`src/ccw_pkg.sv`:
```
// constants and types for the control link watchdog and local i2c timing block
`default_nettype none
package ccw_pkg;
  localparam int CLK_PERIOD_NS = 100;
  localparam int OSC_NOMINAL_MHZ = 25;
  // register offsets
  localparam logic [7:0] LINK_WDOG_OFS = 8'h07;
  localparam logic [7:0] IN_CTRL_OFS = 8'h08;
  localparam logic [7:0] OUT_CTRL_OFS = 8'h09;
  // reset values
  localparam logic [7:0] LINK_WDOG_RST = 8'hfe;
  localparam logic [7:0] IN_CTRL_RST = 8'h1c;
  localparam logic [7:0] OUT_CTRL_RST = 8'h10;
  // field positions
  localparam int TMO_LSB = 1;
  localparam int TMO_OFF_BIT = 0;
  localparam int LOCK_BIT = 7;
  localparam int HOLD_LSB = 4;
  localparam int FILT_LSB = 0;
  localparam int SETUP_LSB = 4;
  localparam int DLY_LSB = 2;
  localparam int FAST_BIT = 1;
  localparam int BUS_OFF_BIT = 0;
  // times and derived cycle counts
  localparam int TMO_UNIT_MS = 2;
  localparam int TMO_UNIT_CYC = TMO_UNIT_MS * 1000000 / CLK_PERIOD_NS;
  localparam int FILT_STEP_NS = 5;
  localparam int HOLD_STEP_NS = 50;
  localparam int SETUP_BASE_NS = 80;
  localparam int SETUP_STEP_NS = 640;
  localparam int DLY_BASE_NS = 240;
  localparam int DLY_STEP_NS = 40;
  localparam int BUS_SLOW_MS = 1000;
  localparam int BUS_SLOW_CYC = BUS_SLOW_MS * 1000000 / CLK_PERIOD_NS;
  localparam int BUS_FAST_US = 50;
  localparam int BUS_FAST_CYC = BUS_FAST_US * 1000 / CLK_PERIOD_NS;
  localparam int REC_HALF_NS = 5000;
  localparam int REC_HALF_CYC = REC_HALF_NS / CLK_PERIOD_NS;
  localparam int REC_PULSES = 9;

  typedef enum logic [0:0] {
    CCW_BUS_WATCH = 1'b0,
    CCW_BUS_RECOVER = 1'b1
  } ccw_bus_e;

  typedef struct packed {
    logic valid;
    logic write;
    logic remote;
    logic [7:0] addr;
    logic [7:0] wdata;
  } ccw_reg_req_s;

  // least-time conversion: round nanoseconds up to whole clock cycles
  function automatic logic [7:0] ns_to_cyc(input int ns);
    ns_to_cyc = 8'((ns + CLK_PERIOD_NS - 1) / CLK_PERIOD_NS);
  endfunction
endpackage
`default_nettype wire

```
`src/ccw_top.sv`:
```
// control link watchdog, remote write lock and local i2c timing and bus watchdog
`default_nettype none
module ccw_top
  import ccw_pkg::*;
#(
  parameter int TMO_UNIT = TMO_UNIT_CYC,
  parameter int BUS_SLOW = BUS_SLOW_CYC
) (
  // clock and reset
  input wire logic clk,
  input wire logic rst,
  // register access
  input wire ccw_reg_req_s reg_req,
  output logic [7:0] reg_rdata,
  output logic reg_rvalid,
  output logic reg_refused,
  // control link transaction tracking
  input wire logic link_start,
  input wire logic link_done,
  output logic link_busy,
  output logic link_abort,
  // slave data and phase from the local i2c engine
  input wire logic tx_sda_low,
  input wire logic ack_slot,
  input wire logic remote_active,
  // local i2c pins
  input wire logic scl_in,
  input wire logic sda_in,
  output logic scl_out,
  output logic scl_oe,
  output logic sda_out,
  output logic sda_oe,
  // conditioned bus view
  output logic scl_clean,
  output logic sda_clean,
  output logic bus_free,
  output logic bus_recovering
);
  typedef struct packed {
    logic scl_s1, scl_s2, sda_s1, sda_s2;
    logic scl_f, sda_f;
    logic [3:0] scl_fc, sda_fc;
    logic [7:0] sda_line;
    logic sda_h;
    logic [7:0] r_wdog, r_in, r_out;
    logic [7:0] rdata;
    logic rvalid, refused;
    logic cc_run;
    logic [15:0] cc_pre;
    logic [6:0] cc_units;
    logic cc_abort;
    logic [23:0] idle;
    logic free;
    ccw_bus_e bst;
    logic [7:0] rec_cnt;
    logic [4:0] rec_half;
    logic rec_low;
    logic [7:0] dly;
    logic dly_run;
    logic [7:0] stretch;
    logic scl_oe, sda_oe;
  } ccw_state_s;

  ccw_state_s st, next_st;

  logic [7:0] filt_cyc, hold_cyc, setup_cyc, dly_cyc;
  logic [6:0] tmo;
  logic [23:0] bus_limit;
  logic scl_fall, activity;

  always_comb begin
    // one sample beyond the widest glitch, since a glitch may still land on one sample
    filt_cyc = ns_to_cyc(int'(st.r_in[FILT_LSB +: 4]) * FILT_STEP_NS + CLK_PERIOD_NS);
    hold_cyc = ns_to_cyc(int'(st.r_in[HOLD_LSB +: 3]) * HOLD_STEP_NS);
    setup_cyc = ns_to_cyc(SETUP_BASE_NS + int'(st.r_out[SETUP_LSB +: 4]) * SETUP_STEP_NS);
    dly_cyc = ns_to_cyc(DLY_BASE_NS + int'(st.r_out[DLY_LSB +: 2]) * DLY_STEP_NS);
    tmo = st.r_wdog[TMO_LSB +: 7];
    bus_limit = st.r_out[FAST_BIT] ? 24'(BUS_FAST_CYC) : 24'(BUS_SLOW);
  end

  always_comb begin
    next_st = st;
    // two-flop synchronisers; only the second stage feeds logic
    next_st.scl_s1 = scl_in;
    next_st.scl_s2 = st.scl_s1;
    next_st.sda_s1 = sda_in;
    next_st.sda_s2 = st.sda_s1;
    // glitch filter: a new level must persist for the filter depth
    if (st.scl_s2 == st.scl_f) begin
      next_st.scl_fc = 4'h0;
    end else if (8'(st.scl_fc) + 8'h01 >= filt_cyc) begin
      next_st.scl_f = st.scl_s2;
      next_st.scl_fc = 4'h0;
    end else begin
      next_st.scl_fc = st.scl_fc + 4'h1;
    end
    if (st.sda_s2 == st.sda_f) begin
      next_st.sda_fc = 4'h0;
    end else if (8'(st.sda_fc) + 8'h01 >= filt_cyc) begin
      next_st.sda_f = st.sda_s2;
      next_st.sda_fc = 4'h0;
    end else begin
      next_st.sda_fc = st.sda_fc + 4'h1;
    end
    // sda hold: delayed copy of filtered sda so it changes after scl
    next_st.sda_line = {st.sda_line[6:0], st.sda_f};
    if (hold_cyc == 8'h00) begin
      next_st.sda_h = st.sda_f;
    end else begin
      next_st.sda_h = st.sda_line[3'(hold_cyc - 8'h01)];
    end
    scl_fall = st.scl_f && !next_st.scl_f;
    activity = (next_st.scl_f != st.scl_f) || (next_st.sda_f != st.sda_f);

    // register port; reads of unmapped offsets return zero
    next_st.rvalid = 1'b0;
    next_st.refused = 1'b0;
    if (reg_req.valid && !reg_req.write) begin
      next_st.rvalid = 1'b1;
      case (reg_req.addr)
        LINK_WDOG_OFS: next_st.rdata = st.r_wdog;
        IN_CTRL_OFS: next_st.rdata = st.r_in;
        OUT_CTRL_OFS: next_st.rdata = st.r_out;
        default: next_st.rdata = 8'h00;
      endcase
    end
    // remote writes also arrive at this port, flagged remote, and are refused while the lock bit is set
    if (reg_req.valid && reg_req.write) begin
      if (reg_req.remote && st.r_in[LOCK_BIT]) begin
        next_st.refused = 1'b1;
      end else begin
        case (reg_req.addr)
          LINK_WDOG_OFS: next_st.r_wdog = reg_req.wdata;
          IN_CTRL_OFS: next_st.r_in = reg_req.wdata;
          OUT_CTRL_OFS: next_st.r_out = reg_req.wdata;
          default: ;
        endcase
      end
    end

    // control link watchdog; a zero timeout aborts after one unit
    next_st.cc_abort = 1'b0;
    if (link_start) begin
      next_st.cc_run = 1'b1;
      next_st.cc_pre = 16'h0000;
      next_st.cc_units = 7'h00;
    end else if (link_done) begin
      next_st.cc_run = 1'b0;
    end else if (st.cc_run && !st.r_wdog[TMO_OFF_BIT]) begin
      if (32'(st.cc_pre) + 32'h1 >= 32'(TMO_UNIT)) begin
        next_st.cc_pre = 16'h0000;
        next_st.cc_units = st.cc_units + 7'h01;
        if (st.cc_units + 7'h01 >= tmo) begin
          next_st.cc_abort = 1'b1;
          next_st.cc_run = 1'b0;
        end
      end else begin
        next_st.cc_pre = st.cc_pre + 16'h0001;
      end
    end

    // count down first so that a fresh stretch load below wins
    if (st.stretch != 8'h00) begin
      next_st.stretch = st.stretch - 8'h01;
    end
    // sda output: applied a set delay after scl falls
    if (scl_fall) begin
      next_st.dly = dly_cyc;
      next_st.dly_run = 1'b1;
    end else if (st.dly_run) begin
      next_st.dly = st.dly - 8'h01;
      if (st.dly == 8'h01) begin
        next_st.dly_run = 1'b0;
        next_st.sda_oe = tx_sda_low;
        // stretch scl low so the ack bit leads the rising edge
        if (ack_slot && remote_active) begin
          next_st.stretch = setup_cyc;
        end
      end
    end

    // bus idle watchdog and recovery
    case (st.bst)
      CCW_BUS_WATCH: begin
        if (st.r_out[BUS_OFF_BIT]) begin
          next_st.idle = 24'h000000;
        end else if (activity) begin
          next_st.idle = 24'h000000;
          next_st.free = 1'b0;
        end else if (st.idle + 24'h000001 >= bus_limit) begin
          next_st.idle = 24'h000000;
          if (st.sda_f) begin
            next_st.free = 1'b1;
          end else begin
            next_st.bst = CCW_BUS_RECOVER;
            next_st.rec_cnt = 8'(REC_HALF_CYC);
            next_st.rec_half = 5'h00;
            next_st.rec_low = 1'b1;
          end
        end else begin
          next_st.idle = st.idle + 24'h000001;
        end
      end
      CCW_BUS_RECOVER: begin
        // slow pulses so any slave can follow regardless of filter setting
        if (st.rec_cnt == 8'h01) begin
          next_st.rec_cnt = 8'(REC_HALF_CYC);
          next_st.rec_low = !st.rec_low;
          next_st.rec_half = st.rec_half + 5'h01;
          if (st.rec_half + 5'h01 == 5'(2 * REC_PULSES)) begin
            next_st.bst = CCW_BUS_WATCH;
            next_st.rec_low = 1'b0;
          end
        end else begin
          next_st.rec_cnt = st.rec_cnt - 8'h01;
        end
      end
      default: next_st.bst = CCW_BUS_WATCH;
    endcase
    next_st.scl_oe = (next_st.bst == CCW_BUS_RECOVER && next_st.rec_low) ||
                     (next_st.stretch != 8'h00);
  end

  always_ff @(posedge clk or posedge rst) begin
    if (rst) begin
      st <= '0;
      st.scl_s1 <= 1'b1;
      st.scl_s2 <= 1'b1;
      st.sda_s1 <= 1'b1;
      st.sda_s2 <= 1'b1;
      st.scl_f <= 1'b1;
      st.sda_f <= 1'b1;
      st.sda_line <= 8'hff;
      st.sda_h <= 1'b1;
      st.r_wdog <= LINK_WDOG_RST;
      st.r_in <= IN_CTRL_RST;
      st.r_out <= OUT_CTRL_RST;
      st.bst <= CCW_BUS_WATCH;
    end else begin
      st <= next_st;
    end
  end

  assign reg_rdata = st.rdata;
  assign reg_rvalid = st.rvalid;
  assign reg_refused = st.refused;
  assign link_busy = st.cc_run;
  assign link_abort = st.cc_abort;
  assign scl_out = 1'b0;
  assign sda_out = 1'b0;
  assign scl_oe = st.scl_oe;
  assign sda_oe = st.sda_oe;
  assign scl_clean = st.scl_f;
  assign sda_clean = st.sda_h;
  assign bus_free = st.free;
  assign bus_recovering = st.bst == CCW_BUS_RECOVER;
endmodule // ccw_top
`default_nettype wire

```
`config.mk`:
```
export PLATFORM = sky130hd
export DESIGN_NAME = ccw_top
export DESIGN_NICKNAME = d
export VERILOG_FILES = /design/src/ccw_pkg.sv /design/src/ccw_top.sv
export SDC_FILE = /design/constraint.sdc
export NUM_CORES = 1
export LEC_CHECK = 0
export BUFFER_PORTS_ARGS = -buffer_cell sky130_fd_sc_hd__clkbuf_2
export CORE_UTILIZATION = 26
export DETAILED_ROUTE_END_ITERATION = 10
export HOLD_SLACK_MARGIN = 0.08
export PLACE_DENSITY_LB_ADDON = 0.08
export SETUP_SLACK_MARGIN = 0.3
export SLEW_MARGIN = 10
export SYNTH_ARGS = -nofsm -noshare
export SYNTH_HDL_FRONTEND = slang
export SYNTH_SLANG_ARGS = --single-unit
```
`constraint.sdc`:
```
create_clock -name clk -period 12.2 [get_ports clk]
set_input_delay 0.61 -clock clk [delete_from_list [all_inputs] [get_ports clk]]
set_output_delay 0.61 -clock clk [all_outputs]
set_load 0.01 [all_outputs]
```
; ---- Yosys cells after proc, flatten, opt, wreduce, memory -nomap -nowiden
; Cells that the tools add are included.
[op_classes]
multipliers = 4
eq_ne = 16
muxes = 46
n_reduce_logical = 34
n_addsub = 24
magnitude_cmp = 6
n_div = 4
bitwise_logic = 4
[op_table]
columns = operator, count
row1 = "32-bit by 8-bit divider with 32-bit output, second input constant", 4
row2 = 24-bit two-way mux, 5
row3 = 25-bit two-way mux, 2
row4 = 15-bit two-way mux, 3
row5 = 8-bit two-way mux, 5
row6 = 16-bit two-way mux, 2
row7 = 15-bit case mux with 2 select lines, 1
row8 = "24-bit by 1-bit adder with 24-bit output, second input constant", 1
row9 = 24-bit greater-or-equal comparator, 1
row10 = 8-bit case mux with 3 select lines, 1
row11 = "8-bit by 1-bit subtractor with 8-bit output, second input constant", 3
row12 = "10-bit by 1-bit subtractor with 11-bit output, second input constant", 2
row13 = "9-bit by 7-bit adder with 10-bit output, second input constant", 2
row14 = 1-bit two-way mux, 18
row15 = 9-bit two-way mux, 2
row16 = 3-bit AND reduction, 6
row17 = "16-bit by 1-bit adder with 17-bit output, second input constant", 1
row18 = "17-bit by 15-bit greater-or-equal comparator with 1-bit output, second input constant", 1
row19 = 17-bit two-way mux, 1
row20 = "16-bit by 1-bit subtractor with 17-bit output, second input constant", 1
row21 = "15-bit by 7-bit adder with 16-bit output, second input constant", 1
row22 = "16-bit by 1-bit adder with 16-bit output, second input constant", 1
row23 = "8-bit by 1-bit == test with 1-bit output, second input constant", 2
row24 = "8-bit by 4-bit == test with 1-bit output, second input constant", 2
row25 = 36 further kinds, 70
[word_totals]
inputBits = 28
out_inout_bits = 20
wordCells = 169
ff_bits = 141

; ---- Logic depth before layout (Yosys ltp)
; Gate-level depths: netlist of run 1.
[logic_depth]
word_depth = 15
mapped_depth = 49
depth_no_buf = 46

; ---- Least setup slack after synthesis of run 1
; Ideal clock, no wire load.
[synth_timing]
path_type = register -> register
from = register st[98] in the netlist's numbering
to = register st, in the netlist scl_oe
path_stages_with_launch = 49
setup_slack_ns = 2.325
path_buffers = 2
required_time_ns = 12.062
period_less_slack_ns = 9.875
setup_time_ns = 0.138
arrival_ns = 9.737
path_cell_list = dfstp_2 -> ha_1 -> ha_1 -> inv_1 -> fa_1 -> nand4b_1 -> a211o_1 -> and2_0 -> a31oi_1 -> ha_1 -> nand2b_1 -> a31o_1 -> and2_4 -> or4_4 -> buf_6 -> o211ai_2 -> a211o_1 -> inv_2 -> [... 13 more ...] -> ha_1 -> o21a_1 -> nor2_1 -> a32oi_1 -> o31ai_1 -> nor3_1 -> and2_1 -> buf_4 -> and2_4 -> inv_6 -> ha_1 -> nor2_1 -> a22o_1 -> a41oi_1 -> a32oi_1 -> a21oi_1 -> o21ai_1 -> or4b_1
[synth_rtl]
columns = element, line_no
row1 = start: declaration, ccw_top.sv:64  ; ccw_state_s st, next_st;
row2 = start signal: assignment, ccw_top.sv:240  ; st <= next_st;

==> results.yml, run 1 <==
drt:
  drt_iter0_drc: 440
  drc: 0
  via_per_inst: 4.97
  drt-pass1-iter-count: 5
  via_count: 9603
  routed_wl_um: 30500
  ant_nets: 0
  routedWlPerCell_um: 15.8
die:
  die_y_um: 212
  die_w_um: 212
  core_area_mm2: 0.0433
  start_util: 0.265
  dieArea_mm2: 0.0450
  placement_rows: 76
  ioPinCount: 48
cts:
  clock_latency_ns: 0.43
  numCtsBuffers: 17
  cts_root_buf: "clkbuf_16"
  clock_sinks: 141
  htree_levels: 4
  cts_tree: "yes"
  hold_buffers: 0
  cts_buffer_depth: 2
  clkTransAtPathRegs_ns: 0.06
grt:
  track_usage: 0.141
  overflow: 0
  antenna_found_initial: 1
  grt_pass1_wl_um: 50300
  grt_max_degree: 88
  grt_pass1_vias: 9375
job:
  cap_violations: 0
worst_setup_path:
  critical_path_class: "flop to flop"
  path_max_fanout: 20
  cp.arrival_ns: 11.45
  reg2reg_to: "scl_oe"
  reg2reg_from: "st[98]"
  crit_buf_inv: 5
  crit_start: "st[98]"
  cp_common_cell: "ha_1"
  crit_family: "compound AO/OA/AOI/OAI gates"
  start_kind: "flop"
  r2r_cells: 45
  cp_slowest_stage_delay_ns: 0.75
  ff2ff_setup_slack_ns: 1.06
  crit_required_ns: 12.50
  slowest_stage: "dfstp_4"
  endpoint_kind: "flop"
finish:
  drive_gt1_frac: 0.144
  area_growth_pct: 12.5
  layout_commonest_cell: "nor2_1"
  final_cell_mix: "121 x nor2_1, 113 x dfrtp_1, 105 x nand2_1"
  final_core_util: 0.298
  diodes: 0
  final_nets: 1450
synth:
  ys_ff_latch: 141
  synthesis.area_mm2: 0.0115
  seq_area_frac_synth: 0.310
  yosys.area.top_type: "dfrtp_1"
  ys_warn_count: 0
  synth_edf_count: 0
  synth_top_area_share: 0.251
  ys_types: 107
  synth_top_flop_cell: "dfrtp_1"
  yosys-top-cells-area: "dfrtp_1 25%, ha_1 9.4%, dfstp_2 6.0%"
  syn_area_per_cell_um2: 8.76
  ys_async_sr_fraction: 1.00
  synth_cells: 1310
power:
  pwr-share-seq: 0.382
  intPower_mw: 1.03
  vdd_drop_max_mv: 0.0744
  p_comb_frac: 0.268
  p_clk_frac: 0.351
  p_leak_nw: 5.75
  power_switching_uw: 506
  swShare: 0.330
  power.density_mw_per_mm2: 119
  p_total_mw: 1.54
placement:
  gp_congestion: 0.838
  dp_hpwl_um: 22700
  io_buffers: 45
sta:
  fin_crit_sh: 0.913
  fin_worst_skew_ns: 0.0120
  tightest_slew_ns: 1.03
  rsz0062_at_grt: "false"
  slew_violations: 0
  timing.fmax_mhz: 89.7
  finalSetupViolations: 0
  slew_headroom: 0.308
  period_needed_ns: 11.14
  hold_slack_ns: 0.253
  finalHoldViolCount: 0
  tns_ns: 0
worst_hold_path:
  hold_start: "scl_in"
  worstHoldPathCells: 1
  min_path_type: "input port to flop"
  min_to: "next_st[139]"
status:
  outcome: "completed"
## kinds of logic after synthesis
logic type / after synthesis / share of synthesized area
DFF: 141 / 0.310
and+or+nand+nor: 480 / 0.215
muxes: 43 / 0.0421
buffers and inverters: 120 / 0.0462
AOI/OAI and AO/OA: 352 / 0.221
xor gates and xnor gates: 85 / 0.0674
other: 1 / 0.000327
adders and majority gates: 88 / 0.0973
## timing repair
action                                  in CTS  in global routing
resized for setup                            0                  8
setup buffers                                0                  5
endpoints found under the setup margin       0                  2
## registers in the layout (all words and copies together) (netlist names)
name            count
bus_free            1
scl_clean           1
bus_recovering      1
link_abort          1
sda_clean           1
next_st            10
link_busy           1
reg_refused         1
reg_rvalid          1
reg_rdata           8
scl_oe              1
st                113
sda_oe              1
## layer usage
layer / GRT usage / up-vias / wire length (um)
met3: 0.0244 / 23 / 935
met1: 0.197 / 4596 / 15500
li1: - / 4830 / -
met2: 0.223 / 152 / 13800
met5: 0 / - / 13
met4: 0.0335 / 2 / 293
## layout make-up
cell class	instances	area [um^2]
inverter	64	250
fill	4572	30400
multi-input combinational	1052	7430
sequential	141	3570
clock inverter	12	145
clock buffer	19	453
timing repair buffer	58	323
tap	585	732
## worst register-to-register path, delay by kind of cell (launching register included)
kind | cells | cell delay, ns
AO/OA/AOI/OAI | 16 | 3.67
AND/OR/NAND/NOR | 15 | 3.52
adder cells (fa/ha/maj) | 8 | 2.24
flip-flops | 1 | 0.75
buffers and inverters | 5 | 0.56
XOR/XNOR | 1 | 0.28
## cell usage after synthesis, drive strengths merged (6+ instances only)
cell type / n
nand3: 50
or3: 12
and3: 27
nor4: 17
xor2: 43
a21oi: 61
nor2: 123
a31o: 7
nor2b: 16
mux2i: 19
nor3: 39
a21o: 22
a31oi: 14
ha: 86
dfstp: 26
a32o: 15
nand2b: 28
o41ai: 6
o211ai: 11
o21ai: 100
clkbuf: 33
o21a: 10
a2111o: 6
or4: 6
a211oi: 17
xnor2: 41
a22oi: 6
buf: 23
mux2: 22
nand2: 105
inv: 64
dfrtp: 115
and2: 18
o31ai: 13
nand4: 8
## power groups by stage
stage                     Combinational (mW)  Clock (mW)  Sequential, mW
after floorplan                        0.311           0           0.581
after global placement                 0.414           0           0.595
after detailed placement               0.410           0           0.595
after CTS                              0.412       0.564           0.587
after global routing                   0.468       0.583           0.596
final                                  0.411       0.539           0.586
## through the flow
step / area (um^2) / setup slack (ns) / instances
CTS: 12800 / 0.586 / 1926
floorplan: 11500 / 2.32 / 1313
global route: 12900 / 0.372 / 1931
global placement: 12200 / 0.911 / 1895
detailed placement: 12200 / 0.589 / 1895
finish: 12900 / 1.06 / 1931
## how the worst max path moves through the flow
stage / to / depth (start not counted)
2_1_floorplan: scl_oe / 48
3_3_place_gp: scl_oe / 46
3_5_place_dp: scl_oe / 46
4_1_cts: scl_oe / 46
5_1_grt: scl_oe / 45
6_report: scl_oe / 45
Power figures use the tool's default switching activity.
==> run 2, diff against run 1 <==
--- a/config.mk
+++ b/config.mk
@@ -6,9 +6,11 @@
 export NUM_CORES = 1
 export LEC_CHECK = 0
 export BUFFER_PORTS_ARGS = -buffer_cell sky130_fd_sc_hd__clkbuf_2
+export CORE_ASPECT_RATIO = 1.4
 export CORE_UTILIZATION = 26
 export DETAILED_ROUTE_END_ITERATION = 10
 export HOLD_SLACK_MARGIN = 0.08
+export MAX_ROUTING_LAYER = met4
 export PLACE_DENSITY_LB_ADDON = 0.08
 export SETUP_SLACK_MARGIN = 0.3
 export SLEW_MARGIN = 10
==> run 2 against run 1 <==
First-iteration DRC count rose by 9.5%. Worst setup slack gained 0.055 ns. Maximum frequency increased by 0.49%. Sequential share of layout area increased by 0.16 points. Via count up 1.2%. Clock-buffer cell count rose by 2. Highest routed layer is now met4.
==> results.yml, run 2 (synthesis gave the netlist of run 1 again) <==
sta:
  slew_headroom: 0.298
  fin_worst_skew_ns: 0.00672
  rsz0062_at_grt: "false"
  setup_ws_ns: 1.11
  timing.fmax_mhz: 90.2
  fin_crit_sh: 0.909
  finalSetupViolations: 0
  tns_ns: 0
  finalHoldViolCount: 0
  slew_violations: 0
  period_needed_ns: 11.09
  tightest_slew_ns: 1.05
worst_setup_path:
  cp.arrival_ns: 11.39
  endpoint_kind: "flop"
  slowest_stage: "or4_4"
  cp_slowest_stage_delay_ns: 0.54
  crit_required_ns: 12.51
  start_kind: "flop"
  path_max_fanout: 14
  critical_path_class: "flop to flop"
  cp_common_cell: "ha_1"
finish:
  final_core_util: 0.296
  layout_commonest_cell: "nor2_1"
  drive_gt1_frac: 0.141
  area_growth_pct: 11.7
  top_register: "st"
  fillerInstances: 4557
  final_nets: 1445
  final_cell_mix: "121 x nor2_1, 113 x dfrtp_1, 105 x nand2_1"
  stdcell_area_mm2: 0.0128
  largest_reg_flops: 113
cts:
  numCtsBuffers: 17
  htree_levels: 4
  clkTransAtPathRegs_ns: 0.06
  clock_sinks: 141
  post_cts_buffers: 0
  clock_latency_ns: 0.44
  cts_root_buf: "clkbuf_16"
  hold_buffers: 0
  cts_tree: "yes"
  cts-resized-gates: 0
  cts_buffer_depth: 2
die:
  die_w_um: 180
  ioPinCount: 48
  core_area_mm2: 0.0434
  dieArea_mm2: 0.0450
  placement_rows: 90
  start_util: 0.265
  die_y_um: 251
grt:
  grt_max_degree: 89
  grt_pass1_wl_um: 53500
  overflow: 0
  grt_pass1_vias: 9687
  antenna_found_initial: 1
  track_usage: 0.154
drt:
  drt-pass1-iter-count: 7
  ant_nets: 0
  met3_length_um: 856
  via_per_inst: 5.13
  m1WireLength_um: 13500
  via_count: 9714
  routedWlPerCell_um: 17.5
  top_layer: "met4"
  met2_length_um: 17800
  drt_iter0_drc: 482
  routed_wl_um: 33100
  drc: 0
power:
  vdd_drop_max_mv: 0.0946
  power.density_mw_per_mm2: 121
  p_total_mw: 1.55
  p_leak_nw: 5.72
placement:
  place_ws_ns: 0.722
  placed_area_mm2: 0.0122
  io_buffers: 45
  gp_congestion: 0.832
  dp_hpwl_um: 25300
worst_hold_path:
  min_path_type: "input port to flop"
status:
  outcome: "completed"
job:
  cap_violations: 0
-- run 2: stage by stage --
stage / hold slack, ns / std cells
floorplan: 0.345 / 1313
global placement: 0.346 / 1862
detailed placement: 0.350 / 1862
CTS: 0.219 / 1894
global route: 0.223 / 1895
finish: 0.249 / 1895
-- run 2: worst paths after layout --
check	from	end	slack [ns]	cells past startpoint
min in group asynchronous	rst	st[68]	0.36	2
max in group asynchronous	rst	st[18]	10.58	3
worst min register to register	next_st[137]	st[137]	0.36	0
worst max register to register	st[99]	scl_oe	1.11	46
worst max-delay path	st[99]	scl_oe	1.11	46
worst min-delay path	sda_in	next_st[137]	0.25	1
-- run 2: per-layer routing --
layer  up-vias  track usage
li1       4821            -
met1      4730        0.164
met2       117        0.284
met3        46       0.0273
met4         0       0.0564
met5         -            -
-- run 2: worst max-delay path, delay by kind of cell, from the launching register on --
family | cells | cell delay [ns]
AOI/OAI and AO/OA | 16 | 3.81
DFF | 1 | 0.50
and+or+nand+nor | 16 | 3.48
buffers and inverters | 5 | 0.52
xor gates and xnor gates | 1 | 0.27
adders and majority gates | 8 | 2.38
-- run 2: area by class of cell --
| class | instances | area (um^2) | area share |
|---|---|---|---|
| timing repair buffer | 53 | 285 | 0.0223 |
| multi-input combinational | 1052 | 7410 | 0.578 |
| inverter | 64 | 250 | 0.0195 |
| clock buffer | 21 | 470 | 0.0367 |
| clock inverter | 11 | 140 | 0.0109 |
| tap | 552 | 691 | 0.0539 |
| antenna | 1 | 2.50 | 0.000195 |
| sequential | 141 | 3560 | 0.278 |
-- run 2: where the power goes --
group / leakage [nW] / switching, mW / internal [mW]
registers: 1.81 / 0.0530 / 0.534
logic: 3.62 / 0.247 / 0.166
clock network: 0.291 / 0.215 / 0.336
